$ cat config.mk
export PLATFORM = sky130hd
export DESIGN_NAME = ddc_device_fsm
export DESIGN_NICKNAME = d
export VERILOG_FILES = /design/src/hdl/ddc_pkg.sv /design/src/hdl/ddc_cmd_if.sv /design/src/hdl/ddc_cmd_decode.sv /design/src/hdl/ddc_device_fsm.sv
export SDC_FILE = /design/constraint.sdc
export NUM_CORES = 1
export LEC_CHECK = 0
export ABC_CLOCK_PERIOD_IN_PS = 2800
export BUFFER_PORTS_ARGS = -buffer_cell sky130_fd_sc_hd__buf_2
export CORE_ASPECT_RATIO = 0.75
export CORE_MARGIN = 1.5
export CORE_UTILIZATION = 35
export DETAILED_ROUTE_END_ITERATION = 10
export PLACE_DENSITY = 0.6
export SYNTH_ARGS = -nofsm -noshare
export SYNTH_HDL_FRONTEND = slang
export SYNTH_HIERARCHICAL = 1
export SYNTH_SLANG_ARGS = --single-unit
$ cat constraint.sdc
create_clock -name clk -period 2.8 [get_ports clk]
set_input_delay 0.42 -clock clk [delete_from_list [all_inputs] [get_ports clk]]
set_output_delay 0.42 -clock clk [all_outputs]
set_load 0.05 [all_outputs]
$ cat src/hdl/ddc_pkg.sv
// Constants, state encoding and object indices of the drive device control.
// Assumes a single 40 MHz control clock and a synchronous active-low reset.
//
// Summary of operation
// - Commands and internal faults both move the state
// - Shutdown 110, switch-on 111, disable-voltage x0 1
// - Quick stop x01x; operation 0111 off, 1111 on
// - Rising bit 7 leaves fault for switch-on-disabled
// - Status 0000 low nibble; bit 6 marks lockout
// - Ready, on, enabled, quick stop status patterns
// - Fault 1000, fault reaction 1111, bit 6 low
// - Motion commands only while operation is enabled
// - Not ready: self-test, brake engaged, drive off
// - Torque off or stage disable forces lockout state, except in not ready, fault reaction and fault
// - Quick stop code 5 holds; enable resumes operation
// - Quick-stop ramp smoothed, error-stop ramp never
// - Modes 1,3,6,7 always; 8-10 cyclic bus only
// - No remote signal; control word is sole source
// - Fault reaction stops with drive on, then faults

package ddc_pkg;

	//------------------------------------------------------------
	// Object indices
	//------------------------------------------------------------
	localparam logic [15:0] OBJ_QS_CODE    = 16'h605A;
	localparam logic [15:0] OBJ_SHUT_CODE  = 16'h605B;
	localparam logic [15:0] OBJ_DISOP_CODE = 16'h605C;
	localparam logic [15:0] OBJ_HALT_CODE  = 16'h605D;
	localparam logic [15:0] OBJ_FAULT_CODE = 16'h605E;
	localparam logic [15:0] OBJ_CMD_WORD   = 16'h6040;
	localparam logic [15:0] OBJ_STAT_WORD  = 16'h6041;
	localparam logic [15:0] OBJ_OP_MODE    = 16'h6060;

	//------------------------------------------------------------
	// Option code reset values and supported ranges (signed)
	//------------------------------------------------------------
	localparam logic [15:0] RST_QS_CODE    = 16'h0002;
	localparam logic [15:0] RST_SHUT_CODE  = 16'h0000;
	localparam logic [15:0] RST_DISOP_CODE = 16'h0001;
	localparam logic [15:0] RST_HALT_CODE  = 16'h0001;
	localparam logic [15:0] RST_FAULT_CODE = 16'h0002;
	localparam logic [15:0] RST_OP_MODE    = 16'h0001;
	localparam logic [15:0] RST_CMD_WORD   = 16'h0000;
	localparam logic [15:0] QS_MIN         = 16'h0000;
	localparam logic [15:0] QS_MAX         = 16'h0008;
	localparam logic [15:0] SHUT_MIN       = 16'hFFFF;
	localparam logic [15:0] SHUT_MAX       = 16'h0001;
	localparam logic [15:0] DISOP_MIN      = 16'h0000;
	localparam logic [15:0] DISOP_MAX      = 16'h0001;
	localparam logic [15:0] HALT_MIN       = 16'h0000;
	localparam logic [15:0] HALT_MAX       = 16'h0004;
	localparam logic [15:0] FAULT_MIN      = 16'h0000;
	localparam logic [15:0] FAULT_MAX      = 16'h0004;
	localparam logic [15:0] QS_HOLD_MIN    = 16'h0005;
	localparam logic [15:0] QS_HOLD_MAX    = 16'h0008;

	//------------------------------------------------------------
	// Operation mode codes
	//------------------------------------------------------------
	localparam logic [15:0] MODE_PP  = 16'h0001;
	localparam logic [15:0] MODE_PV  = 16'h0003;
	localparam logic [15:0] MODE_HM  = 16'h0006;
	localparam logic [15:0] MODE_IP  = 16'h0007;
	localparam logic [15:0] MODE_CSP = 16'h0008;
	localparam logic [15:0] MODE_CSV = 16'h0009;
	localparam logic [15:0] MODE_CST = 16'h000A;

	//------------------------------------------------------------
	// Command word bit positions
	//------------------------------------------------------------
	localparam int CW_SWITCH_ON = 0;
	localparam int CW_VOLTAGE   = 1;
	localparam int CW_QSTOP_N   = 2;
	localparam int CW_ENABLE_OP = 3;
	localparam int CW_FAULT_RST = 7;

	//------------------------------------------------------------
	// State report word bit positions
	//------------------------------------------------------------
	localparam int SW_READY     = 0;
	localparam int SW_ON        = 1;
	localparam int SW_OP_EN     = 2;
	localparam int SW_FAULT     = 3;
	localparam int SW_VOLTAGE   = 4;
	localparam int SW_QSTOP_N   = 5;
	localparam int SW_LOCKOUT   = 6;

	//------------------------------------------------------------
	// Power states, Gray coded along the usual path
	//------------------------------------------------------------
	typedef enum logic [2:0] {
		ST_NOT_READY   = 3'h0,
		ST_SW_ON_DIS   = 3'h1,
		ST_READY       = 3'h3,
		ST_SWITCHED_ON = 3'h2,
		ST_OP_ENABLED  = 3'h6,
		ST_QSTOP       = 3'h7,
		ST_FAULT_REACT = 3'h5,
		ST_FAULT       = 3'h4
	} ddc_state_t;

endpackage
$ cat src/hdl/ddc_cmd_if.sv
// Command word and its decoded commands between the decoder and the state machine.
// Assumes both ends run on the same control clock.
`timescale 1ns/100ps
`default_nettype none

interface ddc_cmd_if;
	logic [15:0] cw;          // Held command word
	logic        shutdown;    // Shutdown pattern present
	logic        switch_on;   // Switch-on pattern present
	logic        dis_volt;    // Disable-voltage pattern present
	logic        quick_stop;  // Quick-stop pattern present
	logic        dis_op;      // Disable-operation pattern present
	logic        en_op;       // Enable-operation pattern present
	logic        fault_rst;   // One-cycle pulse on a rising bit 7

	modport dec (input cw, output shutdown, switch_on, dis_volt, quick_stop,
		dis_op, en_op, fault_rst);
	modport fsm (output cw, input shutdown, switch_on, dis_volt, quick_stop,
		dis_op, en_op, fault_rst);
endinterface

`default_nettype wire

$ cat src/hdl/ddc_cmd_decode.sv
// Command word decoder: turns the held word into command flags.
// Assumes the word only changes on a clock edge of the same domain.
`timescale 1ns/100ps
`default_nettype none

module ddc_cmd_decode
	import ddc_pkg::*;
(
	// Clock and reset
	input wire logic clk,
	input wire logic rstn,
	// Decoded commands
	ddc_cmd_if.dec   cmd
);

	logic prev_fr;  // Bit 7 as seen one cycle earlier

	//------------------------------------------------------------
	// Edge memory for the fault reset bit
	//------------------------------------------------------------
	always_ff @(posedge clk) begin
		if (!rstn) begin
			prev_fr <= 1'b0;
		end else begin
			prev_fr <= cmd.cw[CW_FAULT_RST];
		end
	end

	//------------------------------------------------------------
	// Level decode; bit 7 high masks every other command
	//------------------------------------------------------------
	always_comb begin
		cmd.shutdown   = 1'b0;
		cmd.switch_on  = 1'b0;
		cmd.dis_volt   = 1'b0;
		cmd.quick_stop = 1'b0;
		cmd.dis_op     = 1'b0;
		cmd.en_op      = 1'b0;
		if (!cmd.cw[CW_FAULT_RST]) begin
			// Bit 3 is ignored for shutdown and switch-on
			cmd.shutdown   = (cmd.cw[2:0] == 3'h6);
			cmd.switch_on  = (cmd.cw[2:0] == 3'h7);
			cmd.dis_volt   = !cmd.cw[CW_VOLTAGE] && cmd.cw[CW_SWITCH_ON];
			cmd.quick_stop = !cmd.cw[CW_QSTOP_N] && cmd.cw[CW_VOLTAGE];
			cmd.dis_op     = (cmd.cw[3:0] == 4'h7);
			cmd.en_op      = (cmd.cw[3:0] == 4'hF);
		end
		// Only the 0 to 1 step counts, other bits ignored
		cmd.fault_rst = cmd.cw[CW_FAULT_RST] && !prev_fr;
	end

endmodule

`default_nettype wire

$ cat src/hdl/ddc_device_fsm.sv
// Drive device control: power state machine, state report word,
// option code objects and operation mode selector.
// Assumes object requests and internal events come from logic on clk,
// and that the torque-off and stage-enable levels arrive from pins.
`timescale 1ns/100ps
`default_nettype none

module ddc_device_fsm
	import ddc_pkg::*;
(
	// Clock and reset
	input wire logic         clk,
	input wire logic         rstn,
	// Cyclic command word from process data
	input wire logic         cw_valid,
	input wire logic [15:0]  cw_data,
	// Object access from service data
	input wire logic         obj_req,
	input wire logic         obj_wr,
	input wire logic [15:0]  obj_index,
	input wire logic [15:0]  obj_wdata,
	output logic             obj_ack,
	output logic             obj_err,
	output logic [15:0]      obj_rdata,
	// Safety pins
	input wire logic         sto_standstill,
	input wire logic         power_stage_enable_input,
	// Internal events
	input wire logic         init_done,
	input wire logic         fault_event,
	input wire logic         stop_done,
	input wire logic         reaction_done,
	input wire logic         smoothing_cfg,
	input wire logic         cyclic_bus_sel,
	// Drive status and control
	output logic [15:0]      status_word,
	output logic             drive_enable,
	output logic             brake_engage,
	output logic             selftest_run,
	output logic             motion_allowed,
	output logic             ramp_run,
	output logic             ramp_smooth,
	output logic [15:0]      op_mode
);

	//------------------------------------------------------------
	// Declarations
	//------------------------------------------------------------
	ddc_cmd_if   cmd ();           // Decoder link
	ddc_state_t  state;            // Current power state
	ddc_state_t  next_state;       // Power state for the next edge
	logic [15:0] cmd_word;         // Held command word
	logic [15:0] qs_code;          // Quick stop option code
	logic [15:0] shut_code;        // Shutdown option code
	logic [15:0] disop_code;       // Disable operation option code
	logic [15:0] halt_code;        // Halt option code
	logic [15:0] fault_code;       // Fault reaction option code
	logic [2:0]  sto_sync;         // Torque-off synchroniser
	logic [2:0]  enp_sync;         // Stage enable synchroniser
	logic        sto_level;        // Filtered torque-off level
	logic        enp_level;        // Filtered stage enable level
	logic        power_ok;         // Stage may be energised
	logic        qs_hold;          // Stay in quick stop after stopping
	logic        wr_ok;            // Object write acceptable
	logic [15:0] rd_val;           // Object read value

	//------------------------------------------------------------
	// Helper functions
	//------------------------------------------------------------
	// Signed range test, used for every option code and the hold band
	function automatic logic in_range(input logic [15:0] v,
		input logic [15:0] lo, input logic [15:0] hi);
		in_range = ($signed(v) >= $signed(lo)) && ($signed(v) <= $signed(hi));
	endfunction

	// State to report pattern; don't-care bit 5 reads as one
	function automatic logic [15:0] report(input ddc_state_t s);
		logic [15:0] w;
		w = 16'h0000;
		w[SW_QSTOP_N] = 1'b1;
		unique case (s)
			ST_NOT_READY: begin
				w[SW_LOCKOUT] = 1'b0;
			end
			ST_SW_ON_DIS: begin
				w[SW_LOCKOUT] = 1'b1;
			end
			ST_READY: begin
				w[SW_READY] = 1'b1;
			end
			ST_SWITCHED_ON: begin
				w[1:0] = 2'h3;
				w[SW_VOLTAGE] = 1'b1;
			end
			ST_OP_ENABLED: begin
				w[2:0] = 3'h7;
				w[SW_VOLTAGE] = 1'b1;
			end
			ST_QSTOP: begin
				w[2:0] = 3'h7;
				w[SW_QSTOP_N] = 1'b0;
				w[SW_VOLTAGE] = 1'b1;
			end
			ST_FAULT_REACT: begin
				w[3:0] = 4'hF;
				w[SW_VOLTAGE] = 1'b1;
			end
			ST_FAULT: begin
				w[3:0] = 4'h8;
			end
		endcase
		report = w;
	endfunction

	//------------------------------------------------------------
	// Command decoder
	//------------------------------------------------------------
	assign cmd.cw = cmd_word;

	ddc_cmd_decode u_decode (
		.clk  (clk),
		.rstn (rstn),
		.cmd  (cmd.dec)
	);

	//------------------------------------------------------------
	// Pin synchronisers: three flops, change taken when the
	// second and third agree, so a single-cycle glitch is dropped
	//------------------------------------------------------------
	always_ff @(posedge clk) begin
		if (!rstn) begin
			sto_sync  <= 3'h7;
			enp_sync  <= 3'h0;
			sto_level <= 1'b1;
			enp_level <= 1'b0;
		end else begin
			sto_sync <= {sto_sync[1:0], sto_standstill};
			enp_sync <= {enp_sync[1:0], power_stage_enable_input};
			if (sto_sync[1] == sto_sync[2]) begin
				sto_level <= sto_sync[2];
			end
			if (enp_sync[1] == enp_sync[2]) begin
				enp_level <= enp_sync[2];
			end
		end
	end

	// Reset assumes the unsafe case until the pins say otherwise
	assign power_ok = !sto_level && enp_level;
	// Codes 6 to 8 also hold in quick stop, as code 5 does
	assign qs_hold  = in_range(qs_code, QS_HOLD_MIN, QS_HOLD_MAX);

	//------------------------------------------------------------
	// Command word register; process data wins over an object
	// write in the same cycle. It is the only control source.
	//------------------------------------------------------------
	always_ff @(posedge clk) begin
		if (!rstn) begin
			cmd_word <= RST_CMD_WORD;
		end else if (cw_valid) begin
			cmd_word <= cw_data;
		end else if (obj_req && obj_wr && obj_index == OBJ_CMD_WORD) begin
			cmd_word <= obj_wdata;
		end
	end

	//------------------------------------------------------------
	// Next state: faults first, then power loss, then commands.
	// Any pattern with no meaning in a state keeps the state.
	//------------------------------------------------------------
	always_comb begin
		next_state = state;
		if (fault_event && state != ST_FAULT && state != ST_FAULT_REACT) begin
			next_state = ST_FAULT_REACT;
		end else begin
			unique case (state)
				ST_NOT_READY: begin
					// Leaves when self-test ends, or on a fault event
					if (init_done) begin
						next_state = ST_SW_ON_DIS;
					end
				end
				ST_SW_ON_DIS: begin
					// Held here while the stage is not allowed on
					if (cmd.shutdown && power_ok) begin
						next_state = ST_READY;
					end
				end
				ST_READY: begin
					if (!power_ok || cmd.dis_volt || cmd.quick_stop) begin
						next_state = ST_SW_ON_DIS;
					end else if (cmd.switch_on) begin
						next_state = ST_SWITCHED_ON;
					end
				end
				ST_SWITCHED_ON: begin
					if (!power_ok || cmd.dis_volt || cmd.quick_stop) begin
						next_state = ST_SW_ON_DIS;
					end else if (cmd.shutdown) begin
						next_state = ST_READY;
					end else if (cmd.en_op) begin
						next_state = ST_OP_ENABLED;
					end
				end
				ST_OP_ENABLED: begin
					if (!power_ok || cmd.dis_volt) begin
						next_state = ST_SW_ON_DIS;
					end else if (cmd.quick_stop) begin
						next_state = ST_QSTOP;
					end else if (cmd.shutdown) begin
						next_state = ST_READY;
					end else if (cmd.dis_op) begin
						next_state = ST_SWITCHED_ON;
					end
				end
				ST_QSTOP: begin
					if (!power_ok || cmd.dis_volt) begin
						next_state = ST_SW_ON_DIS;
					end else if (qs_hold && cmd.en_op) begin
						next_state = ST_OP_ENABLED;
					end else if (stop_done && !qs_hold) begin
						next_state = ST_SW_ON_DIS;
					end
				end
				ST_FAULT_REACT: begin
					// Stop runs with the drive on, then fault
					if (reaction_done) begin
						next_state = ST_FAULT;
					end
				end
				ST_FAULT: begin
					if (cmd.fault_rst) begin
						next_state = ST_SW_ON_DIS;
					end
				end
			endcase
		end
	end

	//------------------------------------------------------------
	// State register
	//------------------------------------------------------------
	always_ff @(posedge clk) begin
		if (!rstn) begin
			state <= ST_NOT_READY;
		end else begin
			state <= next_state;
		end
	end

	//------------------------------------------------------------
	// Drive outputs, registered from the next state so that they
	// change on the same edge as the state itself
	//------------------------------------------------------------
	always_ff @(posedge clk) begin
		if (!rstn) begin
			status_word    <= 16'h0020;
			drive_enable   <= 1'b0;
			brake_engage   <= 1'b1;
			selftest_run   <= 1'b1;
			motion_allowed <= 1'b0;
			ramp_run       <= 1'b0;
			ramp_smooth    <= 1'b0;
		end else begin
			status_word    <= report(next_state);
			// Drive on only in enabled, quick stop and fault reaction
			drive_enable   <= next_state inside {ST_OP_ENABLED, ST_QSTOP,
				ST_FAULT_REACT};
			// Brake held whenever the drive function is off
			brake_engage   <= !(next_state inside {ST_OP_ENABLED, ST_QSTOP,
				ST_FAULT_REACT});
			selftest_run   <= (next_state == ST_NOT_READY);
			motion_allowed <= (next_state == ST_OP_ENABLED);
			ramp_run       <= next_state inside {ST_QSTOP, ST_FAULT_REACT};
			// Error stop never smoothed, quick stop follows profile
			ramp_smooth    <= (next_state == ST_QSTOP) && smoothing_cfg;
		end
	end

	//------------------------------------------------------------
	// Object write check: range per code, mode per bus kind,
	// report word read-only, unknown index refused
	//------------------------------------------------------------
	always_comb begin
		unique case (obj_index)
			OBJ_QS_CODE:    wr_ok = in_range(obj_wdata, QS_MIN, QS_MAX);
			OBJ_SHUT_CODE:  wr_ok = in_range(obj_wdata, SHUT_MIN, SHUT_MAX);
			OBJ_DISOP_CODE: wr_ok = in_range(obj_wdata, DISOP_MIN, DISOP_MAX);
			OBJ_HALT_CODE:  wr_ok = in_range(obj_wdata, HALT_MIN, HALT_MAX);
			OBJ_FAULT_CODE: wr_ok = in_range(obj_wdata, FAULT_MIN, FAULT_MAX);
			OBJ_CMD_WORD:   wr_ok = 1'b1;
			OBJ_OP_MODE:    wr_ok = (obj_wdata inside {MODE_PP, MODE_PV, MODE_HM,
				MODE_IP}) || (cyclic_bus_sel && (obj_wdata inside {MODE_CSP,
				MODE_CSV, MODE_CST}));
			default:        wr_ok = 1'b0;
		endcase
	end

	// Read mux; the report word shows the live state
	always_comb begin
		unique case (obj_index)
			OBJ_QS_CODE:    rd_val = qs_code;
			OBJ_SHUT_CODE:  rd_val = shut_code;
			OBJ_DISOP_CODE: rd_val = disop_code;
			OBJ_HALT_CODE:  rd_val = halt_code;
			OBJ_FAULT_CODE: rd_val = fault_code;
			OBJ_CMD_WORD:   rd_val = cmd_word;
			OBJ_STAT_WORD:  rd_val = status_word;
			OBJ_OP_MODE:    rd_val = op_mode;
			default:        rd_val = 16'h0000;
		endcase
	end

	//------------------------------------------------------------
	// Option code and mode storage; refused writes leave the
	// old value so a bad code never reaches the stop logic
	//------------------------------------------------------------
	always_ff @(posedge clk) begin
		if (!rstn) begin
			qs_code    <= RST_QS_CODE;
			shut_code  <= RST_SHUT_CODE;
			disop_code <= RST_DISOP_CODE;
			halt_code  <= RST_HALT_CODE;
			fault_code <= RST_FAULT_CODE;
			op_mode    <= RST_OP_MODE;
		end else if (obj_req && obj_wr && wr_ok) begin
			unique case (obj_index)
				OBJ_QS_CODE:    qs_code    <= obj_wdata;
				OBJ_SHUT_CODE:  shut_code  <= obj_wdata;
				OBJ_DISOP_CODE: disop_code <= obj_wdata;
				OBJ_HALT_CODE:  halt_code  <= obj_wdata;
				OBJ_FAULT_CODE: fault_code <= obj_wdata;
				OBJ_OP_MODE:    op_mode    <= obj_wdata;
				default: begin
					// Command word is stored in its own process
				end
			endcase
		end
	end

	//------------------------------------------------------------
	// Object answer, one cycle after the request
	//------------------------------------------------------------
	always_ff @(posedge clk) begin
		if (!rstn) begin
			obj_ack   <= 1'b0;
			obj_err   <= 1'b0;
			obj_rdata <= 16'h0000;
		end else begin
			obj_ack <= obj_req;
			obj_err <= obj_req && (obj_wr ? !wr_ok : (rd_val == 16'h0000 &&
				!(obj_index inside {OBJ_QS_CODE, OBJ_SHUT_CODE, OBJ_DISOP_CODE,
				OBJ_HALT_CODE, OBJ_FAULT_CODE, OBJ_CMD_WORD, OBJ_STAT_WORD,
				OBJ_OP_MODE})));
			if (obj_req && !obj_wr) begin
				obj_rdata <= rd_val;
			end
		end
	end

endmodule

`default_nettype wire

* Word level (Yosys, flattened, before mapping) *
Cells that the tools add are included.

storage, ports and cells
  flip-flop bits (word level) = 164
  latch bits = 0
  RAM bits = 0
  bits in read-only memories = 0
  bits of input ports = 61
  output and inout port bits = 56
  memories kept = 0

cells by class
  $add $sub $neg = 0
  multiply operators = 0
  divide/modulo/power cells = 0
  $lt $le $gt $ge = 7
  equal/unequal tests = 37
  shift-type cells = 0
  mux-type cells = 35
  bitwise gates (word level) = 0
  reductions and logical operators = 55

operator list
  kind                  number
  $eq 16x15->1 const B  8
  $pmux 16 s8           1
  $mux 3                17
  $eq 16x4->1 const B   3
  $eq 16x3->1 const B   2
  $ge 16x1->1 const B   2
  $le 16x5->1 const B   2
  $mux 16               2
  $eq 3x3->1 const B    10
  $pmux 3 s8            1
  $logic_and 1x1->1     22
  $eq 16x1->1 const B   1
  $eq 16x2->1 const B   1
  $ge 16x4->1 const B   1
  $le 16x2->1 const B   1
  $le 16x4->1 const B   1
  $logic_not 16->1      1
  $mux 1                13
  $eq 3x2->1 const B    4
  $reduce_and 2->1      6
  $logic_not 1->1       10
  $reduce_bool 8->1     1
  $eq 3x1->1 const B    2
  $logic_not 3->1       2
  13 further kinds      20

* Logic depth before layout (Yosys ltp) *
Gate-level depths: netlist of run 1.

  depth after elaboration = 12
  gate-level depth with buffers = 9
  depth with buffers taken out = 9

* Modules after synthesis *
Netlist of run 1, hierarchy kept.

by module, submodules not included
  module          instances  cells each  area each (µm²)
  ddc_device_fsm  1          700         6526.3
  ddc_cmd_decode  1          9           83.8

* Worst setup path after synthesis of run 1 *
Ideal clock, no wire load.

  path kind = input -> register
  start point = input obj_wdata[2]
  end point = register qs_code[10]
  library setup time = 0.116 ns
  arrival time = 2.154 ns
  path slack = 0.530 ns
  stages = 8
  cells stage by stage = clkbuf_1 > nand4_1 > or4_1 > o41a_1 > o21ai_4 > o2111ai_4 > buf_6 > and3_1

between the ends
  longest elaborated chain between the ends = 7
  elaborated cells between the ends (all ways) = 23

RTL lines
  element                                                              RTL line               RTL
  from (decl)                                                          ddc_device_fsm.sv:21   input wire logic [15:0] obj_wdata,
  parallel branches: the longest is 4 deep, another holds $ge 16x1->1  n/a
  $pmux 1 s6 (*)                                                       ddc_device_fsm.sv:285  unique case (obj_index)
  $logic_and 1x1->1 (*)                                                ddc_device_fsm.sv:326  end else if (obj_req && obj_wr && wr_ok) begin
  $reduce_and 2->1 (no line) (*)                                       n/a
  to (signal assigned)                                                 ddc_device_fsm.sv:328  OBJ_QS_CODE: qs_code <= obj_wdata;
  to (decl)                                                            ddc_device_fsm.sv:53   logic [15:0] qs_code;

Mark *: on every way between the ends.
A chain may end at the register's enable or synchronous reset.

* Worst setup path in the final report of run 1 *
  start point = register cmd_word[1] (netlist: cmd.cw[1])
  end point = register brake_engage

between the ends
  elaborated cells between the ends (all ways) = 36

RTL lines
  element                                            RTL line                                                             RTL
  from (decl)                                        ddc_device_fsm.sv:52                                                 logic [15:0] cmd_word;
  from (signal assigned)                             ddc_device_fsm.sv:161                                                cmd_word <= cw_data;
  from (signal assigned)                             ddc_device_fsm.sv:163                                                cmd_word <= obj_wdata;
  $logic_and 1x1->1 (*)                              ddc_cmd_decode.sv:44                                                 cmd.quick_stop = !cmd.cw[CW_QSTOP_N] && cmd.cw[CW_VOLTAGE];
  $mux 1 (*)                                         ddc_cmd_decode.sv:39                                                 if (!cmd.cw[CW_FAULT_RST]) begin
  via cmd.quick_stop                                 ddc_cmd_if.sv:11                                                     logic quick_stop;
  $mux 3 / $logic_or 1x1->1 (equally long branches)  ddc_device_fsm.sv:208, ddc_device_fsm.sv:190, ddc_device_fsm.sv:197
  $mux 3, on equally long branches                   ddc_device_fsm.sv:206, ddc_device_fsm.sv:190, ddc_device_fsm.sv:197
  $pmux 3 s8 (*)                                     ddc_device_fsm.sv:176                                                unique case (state)
  $mux 3 (*)                                         ddc_device_fsm.sv:173                                                if (fault_event && state != ST_FAULT && state != ST_FAULT_REACT) begin
  $eq 3x3->1                                         ddc_device_fsm.sv:270                                                brake_engage <= !(next_state inside {ST_OP_ENABLED, ST_QSTOP,
  $reduce_bool 3->1 (*)                              ddc_device_fsm.sv:270
  $logic_not 1->1 (*)                                ddc_device_fsm.sv:270
  to (signal assigned)                               ddc_device_fsm.sv:270
  to (decl)                                          ddc_device_fsm.sv:38                                                 output logic brake_engage,

Mark *: on every way through the listed nets, which the timed path passes. The rest lies on a longest branch.

==> impl_metrics.py, run 1 <==
metrics = {
    "cts": {
        "cts.repair.resized": 0,
        "h-tree-depth": 4,
        "cts_buffers": 17,
        "clk_path_buf_depth": 2,
        "clk_transition_reported_paths_ns": 0.06,
        "clk_latency_ns": 0.42,
        "cts_setup_buffers": 0,
        "cts_num_sinks": 153,
        "cts_tree": "built",
        "root_buffer": "clkbuf_16",
        "hold_buffers": 0,
    },
    "finish": {
        "final_util_pct": 43.1,
        "final_cell_area_um2": 7970,
        "synthToLayoutAreaGrowth_pct": 20.6,
        "fin_nets": 869,
        "diodes": 0,
        "layout_common_cells": "dfxtp_1, buf_2, and3_1",
        "final_common_cell": "dfxtp_1",
        "instances_no_fill": 1066,
        "fillers": 1863,
        "drive_gt1_share_pct": 23.4,
    },
    "placed_design": {
        "place_ws_ns": 0.142,
        "gp_congestion": 0.910,
        "io_buffers": 107,
        "place_area_um2": 7380,
        "placed_cells": 1036,
        "place_hpwl_mm": 14.1,
    },
    "critical_path": {
        "crit_type": "flop to flop",
        "crit_family": "simple AND/OR/NAND/NOR gates",
        "worstPathArrival_ns": 2.74,
        "worst_setup_path_end_kind": "flop",
        "cp_cell_sequence": "nor3b_1 -> or3b_2 -> nor4b_1 -> o21ai_1 -> o221a_1 -> a211o_1 -> and2_1",
        "cpPeakStageDelay_ns": 0.50,
        "cp-start-kind": "flop",
        "required_ns": 3.12,
        "cp_max_fo": 6,
        "cp_num_buf_inv": 0,
        "cp_slowest_cell": "or3b_2",
    },
    "floorplan": {
        "core_um2": 18500,
        "die_w_um": 162,
        "die_area_um2": 19700,
        "initial_core_util_pct": 35.7,
        "rows": 43,
        "die_h_um": 122,
        "boundaryPins": 117,
    },
    "synth": {
        "synth-edff-count": 0,
        "synth_cells": 709,
        "yosysUniqueCellTypes": 68,
        "synth-warning-count": 6,
        "synth.cell_area_um2": 6610,
        "yosys.area.top_type": "dfxtp_1",
        "seq_area_frac_synth_pct": 46.3,
        "syn_avg_cell_area_um2": 9.32,
        "yosysTopAreaCellShare_pct": 46.3,
        "ys_seq_elements": 153,
        "synthTopCellsByArea": "dfxtp_1, mux2i_1, and3_1",
        "async_reset_ff_share_pct": 0,
        "synth_ff_type": "dfxtp_1",
    },
    "sta": {
        "worst_slack_ns": 0.377,
        "timing.slew.headroom_pct": 31.5,
        "rsz0062_at_grt": "false",
        "min_period_over_period_pct": 86.5,
        "fin_hold_ws_ns": 0.186,
        "setup_viol": 0,
        "slew_viol_final": 0,
        "period_needed_ns": 2.42,
        "hold_violations": 0,
        "fin_setup_tns_ns": 0,
        "worst_slew_pin_slew_ns": 1.02,
        "finClkSkew_ns": 0.00858,
        "max_freq_mhz": 413,
    },
    "routing": {
        "route.detailed.drc": 0,
        "totalWireLength_mm": 19.0,
        "vias": 5689,
        "drtAntennaViolNets": 0,
        "drt_iter0_markers": 565,
        "first_pass_iters": 5,
        "wl_per_cell_um": 17.9,
        "avgViaCountPerCell": 5.34,
    },
    "grt": {
        "gr-total-overflow": 0,
        "antenna_found_initial": 0,
        "grt_max_degree": 96,
        "grt_pass1_wl_mm": 30.6,
        "first_global_vias": 5425,
        "track_usage_pct": 20.1,
    },
    "pwr": {
        "leakage_nw": 3.53,
        "p_per_area_nw_per_um2": 634,
        "vdd_drop_max_mv": 0.357,
        "finalPower_mw": 5.05,
    },
    "min_path": {
        "hold_path.class": "input port to flop",
    },
    "flow_run": {
        "cap_violations": 0,
    },
    "outcome": {
        "status": "completed",
    },
}
==> kinds of logic after synthesis <==
group / synth area share [%]
simple gates: 21.4
flops: 46.3
other cells: 0.0567
buf+inv: 6.11
mux: 7.29
compound gates: 18.8
==> power by group <==
group | switching, mW | total (mW) | internal, mW
Sequential | 0.0398 | 2.27 | 2.23
Combinational | 0.331 | 0.468 | 0.137
Clock | 0.900 | 2.32 | 1.42
Total | 1.27 | 5.05 | 3.78
==> worst register-to-register path, stage by stage (launching register included) <==
cell     delay [ns]
dfxtp_1        0.37
nor3b_1        0.21
or3b_2         0.50
nor4b_1        0.28
o21ai_1        0.16
o221a_1        0.30
a211o_1        0.33
and2_1         0.17
==> flip-flops by register name, summed over array words and instances, names as in the netlist <==
signal	flops
brake_engage	1
cmd.cw	16
disop_code	16
enp_level	1
enp_sync	3
fault_code	16
halt_code	16
motion_allowed	1
obj_ack	1
obj_err	1
obj_rdata	16
op_mode	16
qs_code	16
ramp_run	1
ramp_smooth	1
selftest_run	1
shut_code	16
state	3
status_word	6
sto_level	1
sto_sync	3
u_decode/prev_fr	1
==> cell type report <==
type / instances / area, um2 / area share [%]
clock inverters: 11 / 148 / 1.85
inverters: 21 / 78.8 / 0.989
multi-input cells: 481 / 3180 / 39.9
repair buffers: 134 / 751 / 9.42
flip-flops and latches: 153 / 3060 / 38.4
clock buffers: 19 / 443 / 5.56
well taps: 247 / 309 / 3.88
==> cell usage after synthesis (5+ instances only) <==
cell,count
a221oi_1,23
nor4_1,9
nor2_1,62
clkbuf_1,34
nand3_1,9
nand4_1,7
a211oi_1,18
dfxtp_1,153
nor3_1,10
a22oi_1,7
and2_1,12
nand2b_1,9
nor2b_1,7
mux2i_1,47
buf_4,12
buf_2,8
o21ai_2,11
a31oi_1,7
inv_1,21
o21ai_0,32
buf_6,5
a21oi_1,29
nand2_1,37
and3_1,69
==> metal layers <==
layer	global-route usage [%]	part of all wire, %	vias up
li1	-	-	2763
met1	31.0	53	2727
met2	28.0	40	178
met3	3.98	5.4	21
met4	5.28	1.3	0
met5	0	0	-
==> worst paths after layout <==
kind | start | endpoint | slack, ns | depth (start not counted)
worst max-delay path | cmd.cw[1] | brake_engage | 0.38 | 7
worst min register to register | sto_sync[0] | sto_sync[1] | 0.41 | 1
worst min-delay path | sto_standstill | sto_sync[0] | 0.19 | 2
worst max register to register | cmd.cw[1] | brake_engage | 0.38 | 7
Power figures use the tool's default switching activity.
==> run 2: changes to the inputs <==
--- a/config.mk
+++ b/config.mk
@@ -7,3 +7,3 @@
 export LEC_CHECK = 0
-export ABC_CLOCK_PERIOD_IN_PS = 2800
+export ABC_CLOCK_PERIOD_IN_PS = 2300
 export BUFFER_PORTS_ARGS = -buffer_cell sky130_fd_sc_hd__buf_2
@@ -13,2 +13,3 @@
 export DETAILED_ROUTE_END_ITERATION = 10
+export HOLD_SLACK_MARGIN = 0.03
 export PLACE_DENSITY = 0.6
==> constraint.sdc (replaced) <==
create_clock -name clk -period 2.3 [get_ports clk]
set_input_delay 0.115 -clock clk [delete_from_list [all_inputs] [get_ports clk]]
set_output_delay 0.115 -clock clk [all_outputs]
set_load 0.05 [all_outputs]
==> impl_metrics.py, run 2 (synthesis results as in run 1) <==
metrics = {
    "cts": {
        "cts_num_sinks": 153,
        "cts_setup_buffers": 0,
        "clk_path_buf_depth": 2,
        "clk_latency_ns": 0.42,
        "cts_buffers": 17,
        "cts_tree": "built",
        "clk_transition_reported_paths_ns": 0.07,
        "root_buffer": "clkbuf_16",
        "h-tree-depth": 4,
    },
    "finish": {
        "diodes": 0,
        "final_util_pct": 44.3,
        "instances_no_fill": 1084,
        "layout_common_cells": "dfxtp_1, buf_2, and3_1",
        "multi_input_area_um2": 3190,
        "fillers": 1837,
        "ff_latch_area_um2": 3070,
        "fin_nets": 885,
        "final_cell_area_um2": 8190,
        "drive_gt1_share_pct": 25.2,
        "final_common_cell": "dfxtp_1",
        "synthToLayoutAreaGrowth_pct": 24.0,
    },
    "min_path": {
        "hold_path.class": "input port to flop",
    },
    "sta": {
        "timing.slew.headroom_pct": 61.6,
        "setup_viol": 0,
        "max_freq_mhz": 449,
        "hold_violations": 0,
        "slew_viol_final": 0,
        "min_period_over_period_pct": 96.9,
        "finClkSkew_ns": 0.0120,
        "rsz0062_at_grt": "true",
        "period_needed_ns": 2.23,
        "worst_slew_pin_slew_ns": 0.576,
    },
    "critical_path": {
        "worstPathArrival_ns": 2.55,
        "cp_slowest_cell": "or3b_2",
        "crit_family": "simple AND/OR/NAND/NOR gates",
        "required_ns": 2.63,
        "cpPeakStageDelay_ns": 0.50,
        "cp-start-kind": "flop",
        "crit_type": "flop to flop",
        "cp_num_buf_inv": 0,
        "worst_setup_path_end_kind": "flop",
        "cp_max_fo": 6,
        "cp_cell_sequence": "nor3b_1 -> or3b_2 -> nor4b_2 -> o21ai_1 -> o221a_1 -> a211o_1 -> and2_1",
    },
    "floorplan": {
        "initial_core_util_pct": 35.7,
        "rows": 43,
        "boundaryPins": 117,
        "die_area_um2": 19700,
        "die_w_um": 162,
        "die_h_um": 122,
        "core_um2": 18500,
    },
    "routing": {
        "route.detailed.drc": 0,
        "vias": 5773,
        "totalWireLength_mm": 19.4,
        "drt_iter0_markers": 418,
        "first_pass_iters": 5,
        "wl_per_cell_um": 17.9,
        "drtAntennaViolNets": 0,
        "avgViaCountPerCell": 5.33,
    },
    "placed_design": {
        "place_hpwl_mm": 14.3,
        "gp_congestion": 0.888,
        "io_buffers": 107,
        "place_area_um2": 7520,
        "placed_cells": 1047,
    },
    "pwr": {
        "vdd_drop_max_mv": 0.427,
        "finalPower_mw": 6.19,
        "p_per_area_nw_per_um2": 755,
        "leakage_nw": 3.65,
    },
    "outcome": {
        "status": "completed",
    },
    "grt": {
        "grt_max_degree": 92,
        "track_usage_pct": 20.5,
        "antenna_found_initial": 0,
        "gr-total-overflow": 0,
        "first_global_vias": 5586,
        "grt_pass1_wl_mm": 31.3,
    },
    "flow_run": {
        "cap_violations": 0,
    },
}
==> run 2: cell types whose count changed in the layout (fill, tap and decap cells not counted), moves of 3 or more <==
cell	previous run	this run
inv_6	2	7
buf_12	1	6
clkinvlp_4	4	1
buf_4	26	32
inv_8	0	4
dlygate4sd3_1	0	5
==> run 2: area by class of cell <==
class                   count  share of cell area (%)
clock buffers              17                    5.19
clock inverters            15                    2.15
inverters                  21                   0.962
multi-input cells         481                    39.0
flip-flops and latches    153                    37.4
well taps                 247                    3.77
repair buffers            150                    11.5
==> run 2: worst paths after layout <==
kind	from	to	slack, ns	cells after the start
max	cmd.cw[1]	brake_engage	0.07	7
min	cw_data[2]	cmd.cw[2]	0.04	3
max reg2reg	cmd.cw[1]	brake_engage	0.07	7
min reg2reg	sto_sync[0]	sto_sync[1]	0.41	1
==> run 2: tightest hold or removal path: stages <==
cell      delay, ns
buf_2          0.10
mux2i_1        0.12
a211oi_1       0.08
==> run 2: metal layers <==
metal	vias to the layer above	global-route usage, %	part of all wire, %
li1	2807	-	-
met1	2761	30.9	51
met2	189	29.3	41
met3	16	4.09	6.2
met4	0	5.91	0.97
met5	-	0	0
==> run 2: report_power, final <==
part,internal (mW),switching [mW]
Combinational,0.189,0.412
Clock,1.56,1.27
Sequential,2.71,0.0469
Total,4.46,1.73
==> run 2: what timing repair did <==
| action | 4_1_cts | 5_1_grt |
|---|---|---|
| hold buffers | 5 | 0 |
| hold endpoints to repair | 5 | 0 |
| endpoints found under the setup margin | 0 | 11 |
| resized for setup | 0 | 5 |
==> run 2: metrics by stage <==
stage                     hold slack [ns]  TNS (ns)  setup slack (ns)
final                              0.0427         0            0.0716
after detailed placement            0.299     -5.86            -0.134
after CTS                          0.0322         0            0.0577
after global routing               0.0560   -0.0672           -0.0672
after global placement              0.297     -4.89            -0.125
after floorplan                     0.216         0             0.192
